--- config.mk ---
export PLATFORM = sky130hd
export DESIGN_NAME = ssr_status
export DESIGN_NICKNAME = d
export VERILOG_FILES = /design/src/common/ssr_pkg.sv /design/src/hdl/ssr_status.sv /design/src/hdl/ssr_outq.sv /design/src/hdl/ssr_evt.sv
export SDC_FILE = /design/constraint.sdc
export NUM_CORES = 1
export LEC_CHECK = 0
export ABC_AREA = 1
export CAP_MARGIN = 30
export CORE_UTILIZATION = 50
export CTS_BUF_LIST = sky130_fd_sc_hd__clkbuf_4 sky130_fd_sc_hd__clkbuf_8 sky130_fd_sc_hd__clkbuf_16
export CTS_CLUSTER_DIAMETER = 40
export CTS_CLUSTER_SIZE = 28
export DETAILED_ROUTE_END_ITERATION = 10
export DONT_BUFFER_PORTS = 1
export SETUP_SLACK_MARGIN = 0.02
export SLEW_MARGIN = 10
export SYNTH_ARGS = -nofsm -noshare
export SYNTH_HDL_FRONTEND = slang
export SYNTH_HIERARCHICAL = 1
export SYNTH_SLANG_ARGS = --single-unit
--- constraint.sdc ---
create_clock -name clk_sys -period 13.6 [get_ports clk_sys]
set_clock_uncertainty 0.05 [all_clocks]
set_input_delay 2.72 -clock clk_sys [delete_from_list [all_inputs] [get_ports clk_sys]]
set_output_delay 2.72 -clock clk_sys [all_outputs]
set_load 0.005 [all_outputs]
--- src/common/ssr_pkg.sv ---
package ssr_pkg;

   // Status byte bit positions
   localparam int SSB_OPER = 7;
   localparam int SSB_RQS  = 6;
   localparam int SSB_ESB  = 5;
   localparam int SSB_MAV  = 4;
   localparam int SSB_QUES = 3;
   localparam int SSB_ERRQ = 2;

   // Event status bit positions
   localparam int ESR_PON = 7;
   localparam int ESR_CME = 5;
   localparam int ESR_EXE = 4;
   localparam int ESR_DDE = 3;
   localparam int ESR_QUE = 2;
   localparam int ESR_OPC = 0;

   // Reset and fixed values
   localparam logic [7:0]  BYTE_ZERO    = 8'h00;
   localparam logic [7:0]  SRM_WR_MASK  = 8'hBF;
   localparam logic [7:0]  ASCII_ONE    = 8'h31;
   localparam logic [7:0]  ASCII_ZERO   = 8'h30;
   localparam logic [7:0]  ASCII_COMMA  = 8'h2C;
   localparam logic [15:0] LEVEL_ZERO   = 16'h0000;

   // Error classes (hundreds digit of the error code)
   localparam logic [3:0] ERR_CLS_CMD = 4'h1;
   localparam logic [3:0] ERR_CLS_EXE = 4'h2;
   localparam logic [3:0] ERR_CLS_DEV = 4'h3;
   localparam logic [3:0] ERR_CLS_QRY = 4'h4;

   // Options reply: capability tokens separated by commas
   localparam int OPT_LEN = 17;
   localparam logic [8*OPT_LEN-1:0] OPT_STRING = {
      8'h52, 8'h49, 8'h31, 8'h2C,          // clear_response_option_token
      8'h43, 8'h48, 8'h4E, 8'h2C,          // multichannel_option_token
      8'h44, 8'h53, 8'h30, 8'h2C,          // display_no_text_token
      8'h43, 8'h49, 8'h49, 8'h4C,          // legacy_language_token
      8'h0A};                              // Terminator

   // Host command codes
   typedef enum logic [3:0] {
      SSR_CMD_NONE   = 4'h0,
      SSR_CMD_CLS    = 4'h1,
      SSR_CMD_ESE_WR = 4'h2,
      SSR_CMD_ESE_RD = 4'h3,
      SSR_CMD_ESR_RD = 4'h4,
      SSR_CMD_OPC    = 4'h5,
      SSR_CMD_OPC_Q  = 4'h6,
      SSR_CMD_OPT_Q  = 4'h7,
      SSR_CMD_RST    = 4'h8,
      SSR_CMD_SRM_WR = 4'h9,
      SSR_CMD_SRM_RD = 4'hA,
      SSR_CMD_SSB_RD = 4'hB,
      SSR_CMD_TST_Q  = 4'hC,
      SSR_CMD_BAD    = 4'hF
   } ssr_cmd_e;

   // Command request carrier
   typedef struct packed {
      logic       valid;
      ssr_cmd_e   cmd;
      logic [7:0] arg;
   } ssr_req_s;

   // Status sources from the rest of the instrument
   typedef struct packed {
      logic oper_sum;
      logic ques_sum;
      logic busy;
      logic err_valid;
      logic [3:0] err_class;
      logic tst_fail;
      logic [7:0] tst_addr;
   } ssr_src_s;

   // Output level programming
   typedef struct packed {
      logic [15:0] curr;
      logic [15:0] volt;
      logic        out_on;
   } ssr_lvl_s;

endpackage

--- src/hdl/ssr_status.sv ---
`timescale 1ns/1ps
// Function
// - options query returns four capability tokens
// - reset zeroes current, voltage, output off
// - reset clears latched overvoltage/overcurrent fault
// - enable mask takes 0..255, bit 6 ignored
// - masked status bits ORed into bit 6
// - serial poll clears RQS; MSS follows sources
// - status byte bit layout fixed
// - status byte query reads, clears nothing
// - status bits clear only via sources
// - serial poll returns RQS in bit 6
// - enable mask query returns stored value
// - enabled event bits set summary bit 5
// - unrecognized command sets command error bit
// - event register read clears it
// - operation-complete reply waits for idle
// - self-test answers 0 pass, nonzero fail
// - error class selects event bits 5..2
// - clear-status empties queues, keeps masks
module ssr_status #(
   parameter int OQ_DEPTH = 32,
   parameter int OQ_AW    = 5
) (
   input  wire logic              clk_sys,    // System clock
   input  wire logic              reset,      // Sync reset
   input  wire logic              ce,         // Clock enable
   input  ssr_pkg::ssr_req_s      req,        // Command request
   output logic                   req_ready,  // Command accepted
   input  ssr_pkg::ssr_src_s      src,        // Status sources
   input  wire logic              fault_in,   // OV/OC fault event
   output logic                   fault,      // Latched fault
   input  wire logic              spoll,      // Serial poll strobe
   output logic [7:0]             spoll_byte, // Poll response
   output logic                   srq,        // Service request line
   input  wire logic              rd_pop,     // Host reads a byte
   output logic [7:0]             rd_data,    // Output queue head
   output logic                   rd_valid,   // Byte available
   output logic                   err_q_clr,  // Empty error queue
   output logic [7:0]             status_summary_byte, // Live status
   output logic [7:0]             service_request_mask, // Enable mask
   output ssr_pkg::ssr_lvl_s      lvl         // Programmed levels
);
   import ssr_pkg::*;

   typedef enum logic [3:0] {
      SSR_ST_IDLE = 4'b0001,   // Waiting for a command
      SSR_ST_EMIT = 4'b0010,   // Sending a reply string
      SSR_ST_OPCW = 4'b0100,   // Waiting for operations to finish
      SSR_ST_DONE = 4'b1000    // One-cycle completion
   } ssr_st_e;

   typedef struct packed {
      ssr_st_e     fsm;
      logic [7:0]  srm;        // Service request enable
      logic [7:0]  ese;        // Event status enable
      logic        rqs;        // Request-for-service latch
      logic        mss_prev;   // MSS of last cycle
      logic        fault;      // Latched OV/OC
      logic        opc_arm;    // *OPC pending
      logic        rst_clr;    // Pending clear (clear-status)
      ssr_lvl_s    lvl;        // Programmed levels
      logic [8*OPT_LEN-1:0] msg;  // Reply shift register
      logic [4:0]  msg_left;   // Bytes left in reply
      logic [7:0]  spoll_byte; // Registered poll byte
   } ssr_core_s;

   ssr_core_s  st_q, st_d;        // Block state
   logic [7:0] evt_set;           // Event set pulses
   logic       evt_clr;           // Event register clear
   logic [7:0] evt;               // Event register value
   logic       q_push, q_full;    // Queue write side
   logic [7:0] q_data;            // Byte to queue
   logic       q_flush;           // Queue empty request
   logic       mav;               // Message available
   logic       esb;               // Event summary
   logic       mss;               // Master summary
   logic [7:0] ssb_raw;           // Status byte without bit 6
   logic       cmd_take;          // Command taken this cycle

   // Event class decode
   function automatic logic [7:0] err_bits(input logic v,
                                           input logic [3:0] c);
      logic [7:0] b;
      b = BYTE_ZERO;
      if (v) begin
         unique case (c)
            ERR_CLS_CMD: b[ESR_CME] = 1'b1;
            ERR_CLS_EXE: b[ESR_EXE] = 1'b1;
            ERR_CLS_DEV: b[ESR_DDE] = 1'b1;
            ERR_CLS_QRY: b[ESR_QUE] = 1'b1;
            default:     b = BYTE_ZERO;
         endcase
      end
      return b;
   endfunction

   // Byte to decimal ASCII and a line feed, left-aligned into the reply buffer
   function automatic logic [8*OPT_LEN-1:0] num_str(input logic [7:0] v);
      logic [8*OPT_LEN-1:0] s;
      logic [7:0] h, t, o;
      h = v / 8'd100;
      t = (v % 8'd100) / 8'd10;
      o = v % 8'd10;
      s = '0;
      s[8*OPT_LEN-1 -: 8]  = ASCII_ZERO + h;
      s[8*OPT_LEN-9 -: 8]  = ASCII_ZERO + t;
      s[8*OPT_LEN-17 -: 8] = ASCII_ZERO + o;
      s[8*OPT_LEN-25 -: 8] = 8'h0A;
      return s;
   endfunction

   // Status byte assembly
   always_comb begin
      ssb_raw           = BYTE_ZERO;
      ssb_raw[SSB_OPER] = src.oper_sum;
      ssb_raw[SSB_ESB]  = esb;
      ssb_raw[SSB_MAV]  = mav;
      ssb_raw[SSB_QUES] = src.ques_sum;
      ssb_raw[SSB_ERRQ] = src.err_valid;
   end

   assign esb  = |(evt & st_q.ese);
   assign mss  = |(ssb_raw & st_q.srm & SRM_WR_MASK);
   // Live value; no read path clears anything here
   assign status_summary_byte  = ssb_raw | ({7'h00, mss} << SSB_RQS);
   assign service_request_mask = st_q.srm;
   assign srq        = st_q.rqs;
   assign spoll_byte = st_q.spoll_byte;
   assign fault      = st_q.fault;
   assign lvl        = st_q.lvl;
   assign cmd_take   = req.valid && req_ready;
   assign req_ready  = (st_q.fsm == SSR_ST_IDLE);

   // Event set sources
   always_comb begin
      evt_set = err_bits(src.err_valid, src.err_class);
      if (cmd_take && req.cmd == SSR_CMD_BAD)
         evt_set[ESR_CME] = 1'b1;
      if (st_q.opc_arm && !src.busy)
         evt_set[ESR_OPC] = 1'b1;
   end

   assign evt_clr = cmd_take && (req.cmd == SSR_CMD_ESR_RD ||
                                 req.cmd == SSR_CMD_CLS);
   assign q_flush = cmd_take && req.cmd == SSR_CMD_CLS;
   assign err_q_clr = q_flush;

   // Reply byte emitter
   assign q_push = (st_q.fsm == SSR_ST_EMIT) && !q_full;
   assign q_data = st_q.msg[8*OPT_LEN-1 -: 8];

   // Next-state logic
   always_comb begin
      st_d = st_q;
      st_d.mss_prev = mss;
      // RQS rises with MSS; a poll hands it out and drops it
      if (spoll) begin
         st_d.spoll_byte = ssb_raw | ({7'h00, st_q.rqs} << SSB_RQS);
         st_d.rqs = 1'b0;
      end
      if (mss && !st_q.mss_prev) st_d.rqs = 1'b1;
      if (!mss) st_d.rqs = 1'b0;
      if (fault_in) st_d.fault = 1'b1;
      if (st_q.opc_arm && !src.busy) st_d.opc_arm = 1'b0;
      unique case (st_q.fsm)
         SSR_ST_IDLE: begin
            if (cmd_take) begin
               unique case (req.cmd)
                  SSR_CMD_SRM_WR: st_d.srm = req.arg & SRM_WR_MASK;
                  SSR_CMD_ESE_WR: st_d.ese = req.arg;
                  SSR_CMD_OPC:    st_d.opc_arm = 1'b1;
                  SSR_CMD_RST: begin
                     st_d.lvl.curr   = LEVEL_ZERO;
                     st_d.lvl.volt   = LEVEL_ZERO;
                     st_d.lvl.out_on = 1'b0;
                     st_d.fault      = 1'b0;
                     st_d.fsm        = SSR_ST_DONE;
                  end
                  SSR_CMD_OPT_Q: begin
                     st_d.msg      = OPT_STRING;
                     st_d.msg_left = 5'(OPT_LEN);
                     st_d.fsm      = SSR_ST_EMIT;
                  end
                  SSR_CMD_OPC_Q: st_d.fsm = SSR_ST_OPCW;
                  SSR_CMD_SRM_RD, SSR_CMD_ESE_RD, SSR_CMD_ESR_RD,
                  SSR_CMD_SSB_RD, SSR_CMD_TST_Q: begin
                     unique case (req.cmd)
                        SSR_CMD_SRM_RD: st_d.msg = num_str(st_q.srm);
                        SSR_CMD_ESE_RD: st_d.msg = num_str(st_q.ese);
                        SSR_CMD_ESR_RD: st_d.msg = num_str(evt);
                        SSR_CMD_SSB_RD:
                           st_d.msg = num_str(status_summary_byte);
                        default:
                           st_d.msg = num_str(src.tst_fail ?
                                      src.tst_addr : BYTE_ZERO);
                     endcase
                     st_d.msg_left = 5'd4;
                     st_d.fsm      = SSR_ST_EMIT;
                  end
                  default: st_d.fsm = st_q.fsm;
               endcase
            end
         end
         SSR_ST_OPCW: begin
            if (!src.busy) begin
               st_d.msg      = {ASCII_ONE, 8'h0A, {(8*OPT_LEN-16){1'b0}}};
               st_d.msg_left = 5'd2;
               st_d.fsm      = SSR_ST_EMIT;
            end
         end
         SSR_ST_EMIT: begin
            if (q_push) begin
               st_d.msg      = st_q.msg << 8;
               st_d.msg_left = st_q.msg_left - 5'd1;
               if (st_q.msg_left == 5'd1) st_d.fsm = SSR_ST_IDLE;
            end
         end
         SSR_ST_DONE: st_d.fsm = SSR_ST_IDLE;
      endcase
   end

   // State register; masks zero at power-on
   always_ff @(posedge clk_sys) begin
      if (reset) begin
         st_q     <= '0;
         st_q.fsm <= SSR_ST_IDLE;
      end else if (ce) begin
         st_q <= st_d;
      end
   end

   // Event register
   ssr_evt u_evt (
      .clk_sys  (clk_sys),
      .reset    (reset),
      .ce       (ce),
      .set_bits (evt_set),
      .clr      (evt_clr),
      .evt_q    (evt)
   );

   // Output queue; MAV is its non-empty flag
   ssr_outq #(.DEPTH(OQ_DEPTH), .AW(OQ_AW)) u_oq (
      .clk_sys   (clk_sys),
      .reset     (reset),
      .ce        (ce),
      .flush     (q_flush),
      .push      (q_push),
      .push_data (q_data),
      .full      (q_full),
      .pop       (rd_pop),
      .pop_data  (rd_data),
      .not_empty (mav)
   );

   assign rd_valid = mav;
endmodule // ssr_status

--- src/hdl/ssr_outq.sv ---
`timescale 1ns/1ps
// Response byte queue; message-available tracks non-empty state
module ssr_outq #(
   parameter int DEPTH = 32,
   parameter int AW    = 5
) (
   input  wire logic       clk_sys,    // System clock
   input  wire logic       reset,      // Sync reset
   input  wire logic       ce,         // Clock enable
   input  wire logic       flush,      // Empty the queue
   input  wire logic       push,       // Write a byte
   input  wire logic [7:0] push_data,  // Byte written
   output logic            full,       // No room
   input  wire logic       pop,        // Host takes a byte
   output logic [7:0]      pop_data,   // Head byte
   output logic            not_empty   // Unread byte present
);
   typedef struct packed {
      logic [AW-1:0] wp;
      logic [AW-1:0] rp;
      logic [AW:0]   cnt;
      logic [7:0]    head;
   } ssr_oq_s;

   ssr_oq_s    st_q, st_d;              // Pointer state
   logic [7:0] mem [DEPTH];             // Byte storage
   logic       do_push, do_pop;         // Qualified strobes

   assign full      = (st_q.cnt == (AW+1)'(DEPTH));
   assign not_empty = (st_q.cnt != '0);
   assign do_push   = push && !full && !flush;
   assign do_pop    = pop && not_empty && !flush;
   assign pop_data  = mem[st_q.rp];

   // Pointer and count update
   always_comb begin
      st_d = st_q;
      if (flush) begin
         st_d = '0;
      end else begin
         if (do_push) st_d.wp = st_q.wp + 1'b1;
         if (do_pop)  st_d.rp = st_q.rp + 1'b1;
         if (do_push && !do_pop) st_d.cnt = st_q.cnt + 1'b1;
         if (do_pop && !do_push) st_d.cnt = st_q.cnt - 1'b1;
      end
      st_d.head = '0;
   end

   // State register
   always_ff @(posedge clk_sys) begin
      if (reset) st_q <= '0;
      else if (ce) st_q <= st_d;
   end

   // Storage write
   always_ff @(posedge clk_sys) begin
      if (ce && do_push) mem[st_q.wp] <= push_data;
   end
endmodule // ssr_outq

--- src/hdl/ssr_evt.sv ---
`timescale 1ns/1ps
// Standard event register with read-clear, set wins over clear
module ssr_evt (
   input  wire logic       clk_sys,   // System clock
   input  wire logic       reset,     // Sync reset
   input  wire logic       ce,        // Clock enable
   input  wire logic [7:0] set_bits,  // Event set pulses
   input  wire logic       clr,       // Clear (read or clear-status)
   output logic [7:0]      evt_q      // Event register
);
   import ssr_pkg::*;

   typedef struct packed {
      logic [7:0] evt;
   } ssr_ev_s;

   ssr_ev_s st_q, st_d;   // Register state

   // Clear first, then new events land
   always_comb begin
      st_d = st_q;
      if (clr) st_d.evt = BYTE_ZERO;
      st_d.evt = st_d.evt | set_bits;
   end

   // Power-on event flagged at reset
   always_ff @(posedge clk_sys) begin
      if (reset) begin
         st_q.evt          <= BYTE_ZERO;
         st_q.evt[ESR_PON] <= 1'b1;
      end else if (ce) begin
         st_q <= st_d;
      end
   end

   assign evt_q = st_q.evt;
endmodule // ssr_evt

# Word level (Yosys, flattened, before mapping)
# Memory sizes are Yosys's and may differ from the RTL's. A register that Yosys moved wholly into a read port is not among the register bits.
# Index checks and enable logic that the tools add are counted.
[totals]
regBits = 196
ramBits = 256
input_bits = 36
output_inout_bits = 70
wordCells = 170
n_memories = 1
[op_classes]
addsub = 20
div_mod_pow = 20
n_eq_ne = 30
muxes = 41
bitwise = 5
reduce_logical = 39
[memory_table]
columns = ["memory", "depth", "word_bits", "read_ports", "rd_clocked_by_memory_dff", "wr", "line", "source"]
rows = [
  ["u_oq.mem", 32, 8, 1, 1, 1, "ssr_outq.sv:26", "logic [7:0] mem [DEPTH];"],
]
[ops]
columns = ["operator", "n"]
rows = [
  ["one-hot mux 136 bit (4 select lines)", 1],
  ["two-way mux 141 bit", 3],
  ["one-hot mux 141 bit (3 select lines)", 1],
  ["one-hot mux 141 bit (2 select lines)", 1],
  ["adder 6 x 8 -> 8 bit, first input constant", 15],
  ["divider 8 x 4 -> 8 bit, second input constant", 5],
  ["divider 8 x 7 -> 8 bit, second input constant", 5],
  ["remainder unit 8 x 4 -> 8 bit, second input constant", 5],
  ["remainder unit 8 x 7 -> 8 bit, second input constant", 5],
  ["two-way mux 8 bit", 4],
  ["== test 4 bit, second input constant", 7],
  ["== test 4 x 3 -> 1 bit, second input constant", 6],
  ["== test 4 x 2 -> 1 bit, second input constant", 5],
  ["two-way mux 20 bit", 1],
  ["two-way mux 5 bit", 4],
  ["two-way mux 6 bit", 3],
  ["bitwise AND 8 bit", 2],
  ["two-way mux 16 bit", 1],
  ["OR 8 x 7 -> 8 bit", 2],
  ["one-hot mux 4 bit (4 select lines)", 1],
  ["two-way mux 1 bit", 15],
  ["logical AND 1 bit", 14],
  ["== test 4 x 1 -> 1 bit, second input constant", 3],
  ["two-way mux 4 bit", 3],
  ["other kinds (26)", 43],
]

# Longest topological paths before layout
# Gate-level depths: netlist of run 1.
[depth]
depth_word = 12
ltp_mapped = 44
depth_no_buf = 43

# By module
# The synthesis of run 1 kept the hierarchy.
[modules_own_cells]
columns = ["module", "n_inst", "cells_per_inst", "area_each_um2", "seq_area_each_um2"]
rows = [
  ["ssr_outq", 1, 1064, 11731.3, 8107.8],
  ["ssr_status", 1, 1516, 9675.5, 2362.3],
  ["ssr_evt", 1, 35, 340.3, 160.2],
]

# Worst setup path after synthesis of run 1
# No wires, ideal clock.
[synth_path]
path_kind = "input to register"
startpoint = "input port src[15] in the netlist's numbering"
endpoint = "register st_q[130] in the netlist's numbering"
setup_time_ps = 70
arrival_ps = 6286
t_required_ps = 13480
path_slack_ps = 7194
cell_stages = 32
path_buffers = 0
cell_sequence = "inv_2 -> ha_1 -> inv_1 -> or2_2 -> nand2_1 -> nand2_1 -> nand2_1 -> inv_1 -> nand4_1 -> inv_2 -> o21ai_1 -> xor2_1 -> nand4_1 -> nand2_1 -> inv_1 -> ha_1 -> nand2_1 -> nand3_2 -> nand2_1 -> nand2_1 -> ha_1 -> inv_1 -> nand3_2 -> nor2_4 -> nor2_4 -> nand2_1 -> nand3_2 -> inv_1 -> ha_1 -> a21oi_1 -> a21oi_1 -> a21oi_1"
[synth_between]
elab_chain_cells = 9
[synth_lines]
columns = ["item", "line", "source"]
rows = [
  ["start: declaration", "ssr_status.sv:30", "input ssr_pkg::ssr_src_s src,"],
  ["bitwise AND 8 bit", "ssr_status.sv:124", "assign mss = |(ssb_raw & st_q.srm & SRM_WR_MASK);"],
  ["OR reduction 7 bit", "ssr_status.sv:124", ""],
  ["OR 8 x 7 -> 8 bit (*)", "ssr_status.sv:126", "assign status_summary_byte = ssb_raw | ({7'h00, mss} << SSB_RQS);"],
  ["remainder unit 8 x 4 -> 8 bit (*)", "ssr_status.sv:104", "o = v % 8'd10;"],
  ["adder 6 x 8 -> 8 bit (*)", "ssr_status.sv:108", "s[8*OPT_LEN-17 -: 8] = ASCII_ZERO + o;"],
  ["one-hot mux 136 bit (4 select lines) (*)", "ssr_status.sv:188", "unique case (req.cmd)"],
  ["one-hot mux 141 bit (2 select lines) (*)", "ssr_status.sv:169", "unique case (req.cmd)"],
  ["two-way mux 141 bit (*)", "ssr_status.sv:168", "if (cmd_take) begin"],
  ["one-hot mux 141 bit (3 select lines) (*)", "ssr_status.sv:166", "unique case (st_q.fsm)"],
  ["end signal: assignment", "ssr_status.sv:229", "st_q <= st_d;"],
  ["end: declaration", "ssr_status.sv:68", "ssr_core_s st_q, st_d;"],
]
# Every way passes the cells marked *; elsewhere a longest branch is shown, timed or not. The select of a mux whose other input is x is not followed.
# A chain may end at the register's enable or synchronous reset.

# Final worst setup path of run 1
# Same ends and word-level chain as after synthesis.

==> flow_summary.toml, run 1 <==
[sta]
timing.fmax_ghz = 0.1575
fin_crit_ns = 6.351
finalHoldViolCount = 0
finalSetupViolCount = 0
maxSlewViolCount = 0
setup-tns-final_ns = 0
timing.slew.headroom_pct = 41.65
finalCritPeriodShare_pct = 46.70
rsz0062_at_grt = "false"
worst_slew_pin_slew_ns = 0.8686

[global_routing]
grt_max_degree = 79
grt_pass1_wl_mm = 86.21
track_usage_pct = 24.40
grt.overflow.total = 0
antenna_found_initial = 0
grt_pass1_vias = 16528

[synthesis]
avgSynthCellArea_um2 = 8.316
async_reset_ff_share_pct = 0
synth_edf_count = 256
ys_ff_latch = 403
synth_top_area_cell = "edfxtp_1"
ys_seq_area_share_pct = 48.88
postSynthCellCount = 2615
synth_common_cells = "727 x nand2_1, 293 x nand3_1, 256 x edfxtp_1"
synth_warnings = 6
yosys.cell_types.count = 62
yosysMostFrequentCell = "nand2_1"
syn-cell-area_mm2 = 0.02175
synth_top_cells_by_area = "edfxtp_1 35%, dfxtp_1 14%, nand2_1 13%"
yosysTopAreaCellShare_pct = 35.35
yosys_most_used_dff = "edfxtp_1"

[routing]
vias_per_cell = 5.352
drt-total-wl_mm = 53.27
first_pass_iters = 6
drtIter0Drc = 1126
vias = 17192
drcViolationCount = 0
avgRoutedWirePerCell_um = 16.58
postRouteAntennaNets = 0

[placement]
portBuffers = 0
dpl_cell_area_mm2 = 0.02186
hpwl_mm = 35.62
place_congestion = 0.8630

[critical_path]
r2r-start = "u_oq/st_q[11]"
cp.arrival_ns = 6.83
r2r_cells = 34
cp_max_fo = 12
cpMaxStageDelayCell = "xor2_1"
startpoint = "src[15]"
rrSetupSlack_ns = 8.15
critical_path_class = "primary input to flop"
cp_common_cell = "nand2_1"
path_buf_inv = 7
reg2reg_to = "st_q[130]"
end_kind = "flop"
crit_required_ns = 14.08
path_delay_family = "simple AND/OR/NAND/NOR gates"
slowest_delay_ns = 0.38
cp-start-kind = "primary input"

[floorplan]
rows = 76
io_pins = 106
die_w_um = 210.6
die_area_mm2 = 0.04433
dieHeight_um = 210.6
core_area_mm2 = 0.04298
start_util_pct = 50.60

[final_layout]
drive_gt1_share_pct = 10.09
diodes = 0
fill_cells = 3962
area_delta_synth_final_pct = 9.896
final_area_mm2 = 0.02390
nNetsFinal = 2657

[power_and_ir_drop]
p_leak_nw = 10.08
ir_drop_v = 0.00009360
powerDensity_mw_per_mm2 = 145.2

[worst_hold_path]
whs_endpoint = "q_data[7]"
min_path_cells = 2
min_path_type = "flop to flop"
min_from = "q_data[7]"

[cts]
numCtsBuffers = 56
cts_sinks = 403
cts_hold_buf = 0
clk_latency_ns = 0.60
clock_path_buffers = 3
cts_resized = 0
path_clk_slew_ns = 0.05
cts_tree = "yes"
cts_root_buf = "clkbuf_16"
cts_setup_buffers = 0
htree_levels = 2

[run]
maxCapViolations = 0

[status]
status = "finished, final reports clean"
worst reg2reg max path, delay by kind of cell, from the launching register on:
| family | cells | cell delay [ns] |
|---|---|---|
| AND/OR/NAND/NOR | 18 | 2.59 |
| buffers and inverters | 7 | 0.74 |
| AO/OA/AOI/OAI | 4 | 0.48 |
| XOR/XNOR | 1 | 0.38 |
| adder cells (fa/ha/maj) | 4 | 0.83 |
| flip-flops | 1 | 0.33 |
cell usage in the layout (no fill, tap or decap), types with 9 or more instances in the layout:
cell type,Yosys,final
nand2_2,41,41
a21oi_2,9,9
clkbuf_16,0,58
xnor2_1,10,10
inv_2,16,15
xor2_1,33,33
a21oi_1,143,143
nor2_1,184,182
nor3_1,19,18
ha_1,41,41
nand2_1,727,727
dfxtp_1,147,145
edfxtp_1,256,256
inv_1,206,206
nand3_1,293,293
o21ai_0,125,125
nor2_2,8,9
a31oi_1,20,20
nand4_1,32,32
buf_4,63,24
conb_1,1,41
a32oi_1,31,31
nand2_4,17,17
o21ai_1,12,12
final cells by class:
| class | instances | area [um2] | share of cell area (%) |
|---|---|---|---|
| clock buffer | 70 | 1573 | 6.581 |
| clock inverter | 36 | 464.2 | 1.942 |
| inverter | 224 | 842.1 | 3.523 |
| multi-input combinational | 1866 | 9383 | 39.26 |
| sequential | 403 | 10640 | 44.50 |
| tap | 585 | 732.0 | 3.063 |
| timing repair buffer | 28 | 270.3 | 1.131 |
state kept, by name, summed over array words and instances, names as in the netlist, named ones only:
signal and count:
fault 1, q_data 8, service_request_mask 7, spoll_byte 6
srq 1, st_q 95, u_evt/evt_q 8, u_oq/mem 256
u_oq/st_q 16
per-layer routing:
| layer | GRT usage [%] | up-vias | wire (um) |
|---|---|---|---|
| met1 | 31.60 | 8069 | 23590 |
| met5 | 0 | - | 0 |
| met2 | 41.57 | 380 | 25550 |
| met3 | 3.784 | 88 | 2720 |
| li1 | - | 8655 | - |
| met4 | 8.221 | 0 | 1416 |
worst max path at each step:
stage,end,cells past startpoint
floorplan,st_q[130],32
global placement,st_q[130],32
detailed placement,st_q[130],32
CTS,err_q_clr,5
global route,st_q[130],32
finish,st_q[130],32
kinds of logic (layout without fill, tap and decap cells):
family / Yosys count / after routing / share of synthesized area [%]
and+or+nand+nor: 1361 / 1361 / 27.92
other: 1 / 41 / 0.01724
DFF: 403 / 403 / 48.88
AOI/OAI and AO/OA: 376 / 376 / 10.01
buffers and inverters: 386 / 358 / 8.791
xor gates and xnor gates: 45 / 45 / 1.881
adders and majority gates: 42 / 42 / 2.451
muxes: 1 / 1 / 0.05178
where the power goes:
group	internal (mW)	switching, mW	leakage [nW]
registers	1.38	0.0328	3.72
clock network	0.955	0.581	1.01
logic	0.151	0.372	5.35
through the flow:
step                      cells  worst slack, ns  power [mW]  hold WS [ns]  utilization [%]
final                      3212            7.249       3.471        0.4124            55.60
after global routing       3212            6.682       3.625        0.4405            55.60
after CTS                  3212            7.264       3.498        0.4127            55.60
after detailed placement   3106            6.681       1.958        0.4037            50.86
after global placement     3102            6.864       1.938        0.3965            50.65
after floorplan            2655            7.194       1.831        0.3808                -
Power figures use the tool's default switching activity.
==> run 2, diff against run 1 <==
--- a/config.mk
+++ b/config.mk
@@ -13,6 +13,7 @@
 export CTS_CLUSTER_SIZE = 28
 export DETAILED_ROUTE_END_ITERATION = 10
 export DONT_BUFFER_PORTS = 1
+export PLACE_DENSITY = 0.68
 export SETUP_SLACK_MARGIN = 0.02
 export SLEW_MARGIN = 10
 export SYNTH_ARGS = -nofsm -noshare
==> constraint.sdc (replaced) <==
create_clock -name clk_sys -period 5.36 [get_ports clk_sys]
set_clock_uncertainty 0.05 [all_clocks]
set_input_delay 1.072 -clock clk_sys [delete_from_list [all_inputs] [get_ports clk_sys]]
set_output_delay 1.072 -clock clk_sys [all_outputs]
set_load 0.005 [all_outputs]
==> flow_summary.toml, run 2 (synthesis results as in run 1) <==
[status]
status = "finished, final reports clean"

[final_layout]
final_util_pct = 55.15
stdcell_count = 3203
mostFrequentLayoutCell = "nand2_1"
diodes = 0
regMostFlops = "u_oq/mem"
final_area_mm2 = 0.02370
area_delta_synth_final_pct = 8.992
fill_cells = 3894
ff_latch_area_mm2 = 0.01064
largest_register_ffs = 256
drive_gt1_share_pct = 9.817
nNetsFinal = 2654
multi_input_area_mm2 = 0.009393
final_cell_mix = "727 x nand2_1, 293 x nand3_1, 256 x edfxtp_1, 206 x inv_1, 181 x nor2_1"
top_regs = "u_oq/mem (256), st_q (95), u_oq/st_q (16)"

[sta]
timing.slew.headroom_pct = 37.55
finalHoldViolCount = 0
fin_crit_ns = 4.957
rsz0062_at_grt = "false"
finalSetupViolCount = 0
maxSlewViolCount = 0
timing.fmax_ghz = 0.2017
worst_slew_pin_slew_ns = 0.9317
finalCritPeriodShare_pct = 92.48
setup-tns-final_ns = 0

[power_and_ir_drop]
ir_drop_v = 0.0002644
switching_share_pct = 30.50
powerDensity_mw_per_mm2 = 354.7
power_frac_clock_pct = 41.1
sequentialPowerShare_pct = 42.7
p_switching_mw = 2.564
p_comb_share_pct = 16.2
p_leak_nw = 9.974
p_int_mw = 5.843
power_mw = 8.407

[floorplan]
rows = 76
core_area_mm2 = 0.04298
die_area_mm2 = 0.04433
die_w_um = 210.6
start_util_pct = 50.60
dieHeight_um = 210.6
io_pins = 106

[cts]
path_clk_slew_ns = 0.07
cts_root_buf = "clkbuf_16"
clock_path_buffers = 3
clk_latency_ns = 0.60
cts_tree = "yes"
cts_setup_buffers = 0
cts_hold_buf = 0
cts_sinks = 403
numCtsBuffers = 50
htree_levels = 2

[global_routing]
track_usage_pct = 23.60
grt_max_degree = 94
grt.overflow.total = 0
antenna_found_initial = 0
grt_pass1_vias = 16725
grt_pass1_wl_mm = 84.08

[critical_path]
startpoint = "u_oq/st_q[8]"
r2r-start = "u_oq/st_q[8]"
cpMaxStageDelayCell = "dfxtp_1"
rrSetupSlack_ns = 0.40
cp_max_fo = 9
cp-start-kind = "flop"
r2r_cells = 32
critical_path_class = "flop to flop"
end_kind = "flop"
cp.arrival_ns = 5.44
reg2reg_to = "st_q[130]"
endpoint = "st_q[130]"
slowest_delay_ns = 0.39
crit_required_ns = 5.84
cp_common_cell = "nand2_1"

[routing]
vias = 17479
drtIter0Drc = 1305
drt-total-wl_mm = 52.24
avgRoutedWirePerCell_um = 16.31
drcViolationCount = 0
first_pass_iters = 6
vias_per_cell = 5.457
postRouteAntennaNets = 0

[placement]
place_congestion = 0.9405
portBuffers = 0
hpwl_mm = 34.73
dpl_cell_area_mm2 = 0.02191
placed_cells = 3108

[run]
maxCapViolations = 0

[worst_hold_path]
min_path_type = "flop to flop"
==> run 2: metrics by stage <==
stage,hold WS [ns],setup slack [ns]
detailed placement,0.4023,0.02804
global route,0.4209,0.03358
global placement,0.3936,0.2823
CTS,0.4097,0.3813
finish,0.4056,0.4029
floorplan,0.3808,0.6018
==> run 2: what timing repair did <==
action / in CTS / in global routing
endpoints found under the hold margin: 0 / 0
resized for setup: 0 / 4
endpoints found under the setup margin: 0 / 1
==> run 2: how the worst min path moves through the flow <==
| stage | startpoint | end | depth (start not counted) |
|---|---|---|---|
| CTS | st_q[102] | st_q[110] | 2 |
| detailed placement | st_q[75] | st_q[83] | 2 |
| global route | st_q[102] | st_q[110] | 2 |
| floorplan | st_q[185] | st_q[185] | 2 |
| global placement | st_q[185] | st_q[185] | 2 |
| finish | st_q[102] | st_q[110] | 2 |
==> run 2: worst max-delay path, delay by kind of cell, from the launching register on <==
family          cells  cell delay, ns
compound gates      5            0.73
xor+xnor            1            0.28
simple gates       17            2.20
fa+ha+maj           4            0.80
flops               1            0.39
buf+inv             5            0.41
==> run 2: area by class of cell <==
type / instances / area share [%]
clock inverter: 42 / 2.032
tap: 585 / 3.088
multi-input combinational: 1866 / 39.63
inverter: 224 / 3.563
sequential: 403 / 44.87
timing repair buffer: 31 / 1.478
clock buffer: 52 / 5.342
==> run 2: per-layer routing <==
layer	global-route usage [%]	wire [um]	vias up
met2	40.07	24990	528
met4	8.896	1442	0
met3	3.248	3202	100
met1	30.59	22610	8213
li1	-	-	8638
met5	0	0	-
==> run 2: power by group through the flow <==
stage               Clock [mW]  Sequential, mW  Combinational [mW]
floorplan                    0            3.66               0.983
global placement             0            3.65                1.25
detailed placement           0            3.65                1.34
CTS                       3.53            3.58                1.35
global route              3.65            3.60                1.53
finish                    3.46            3.59                1.36
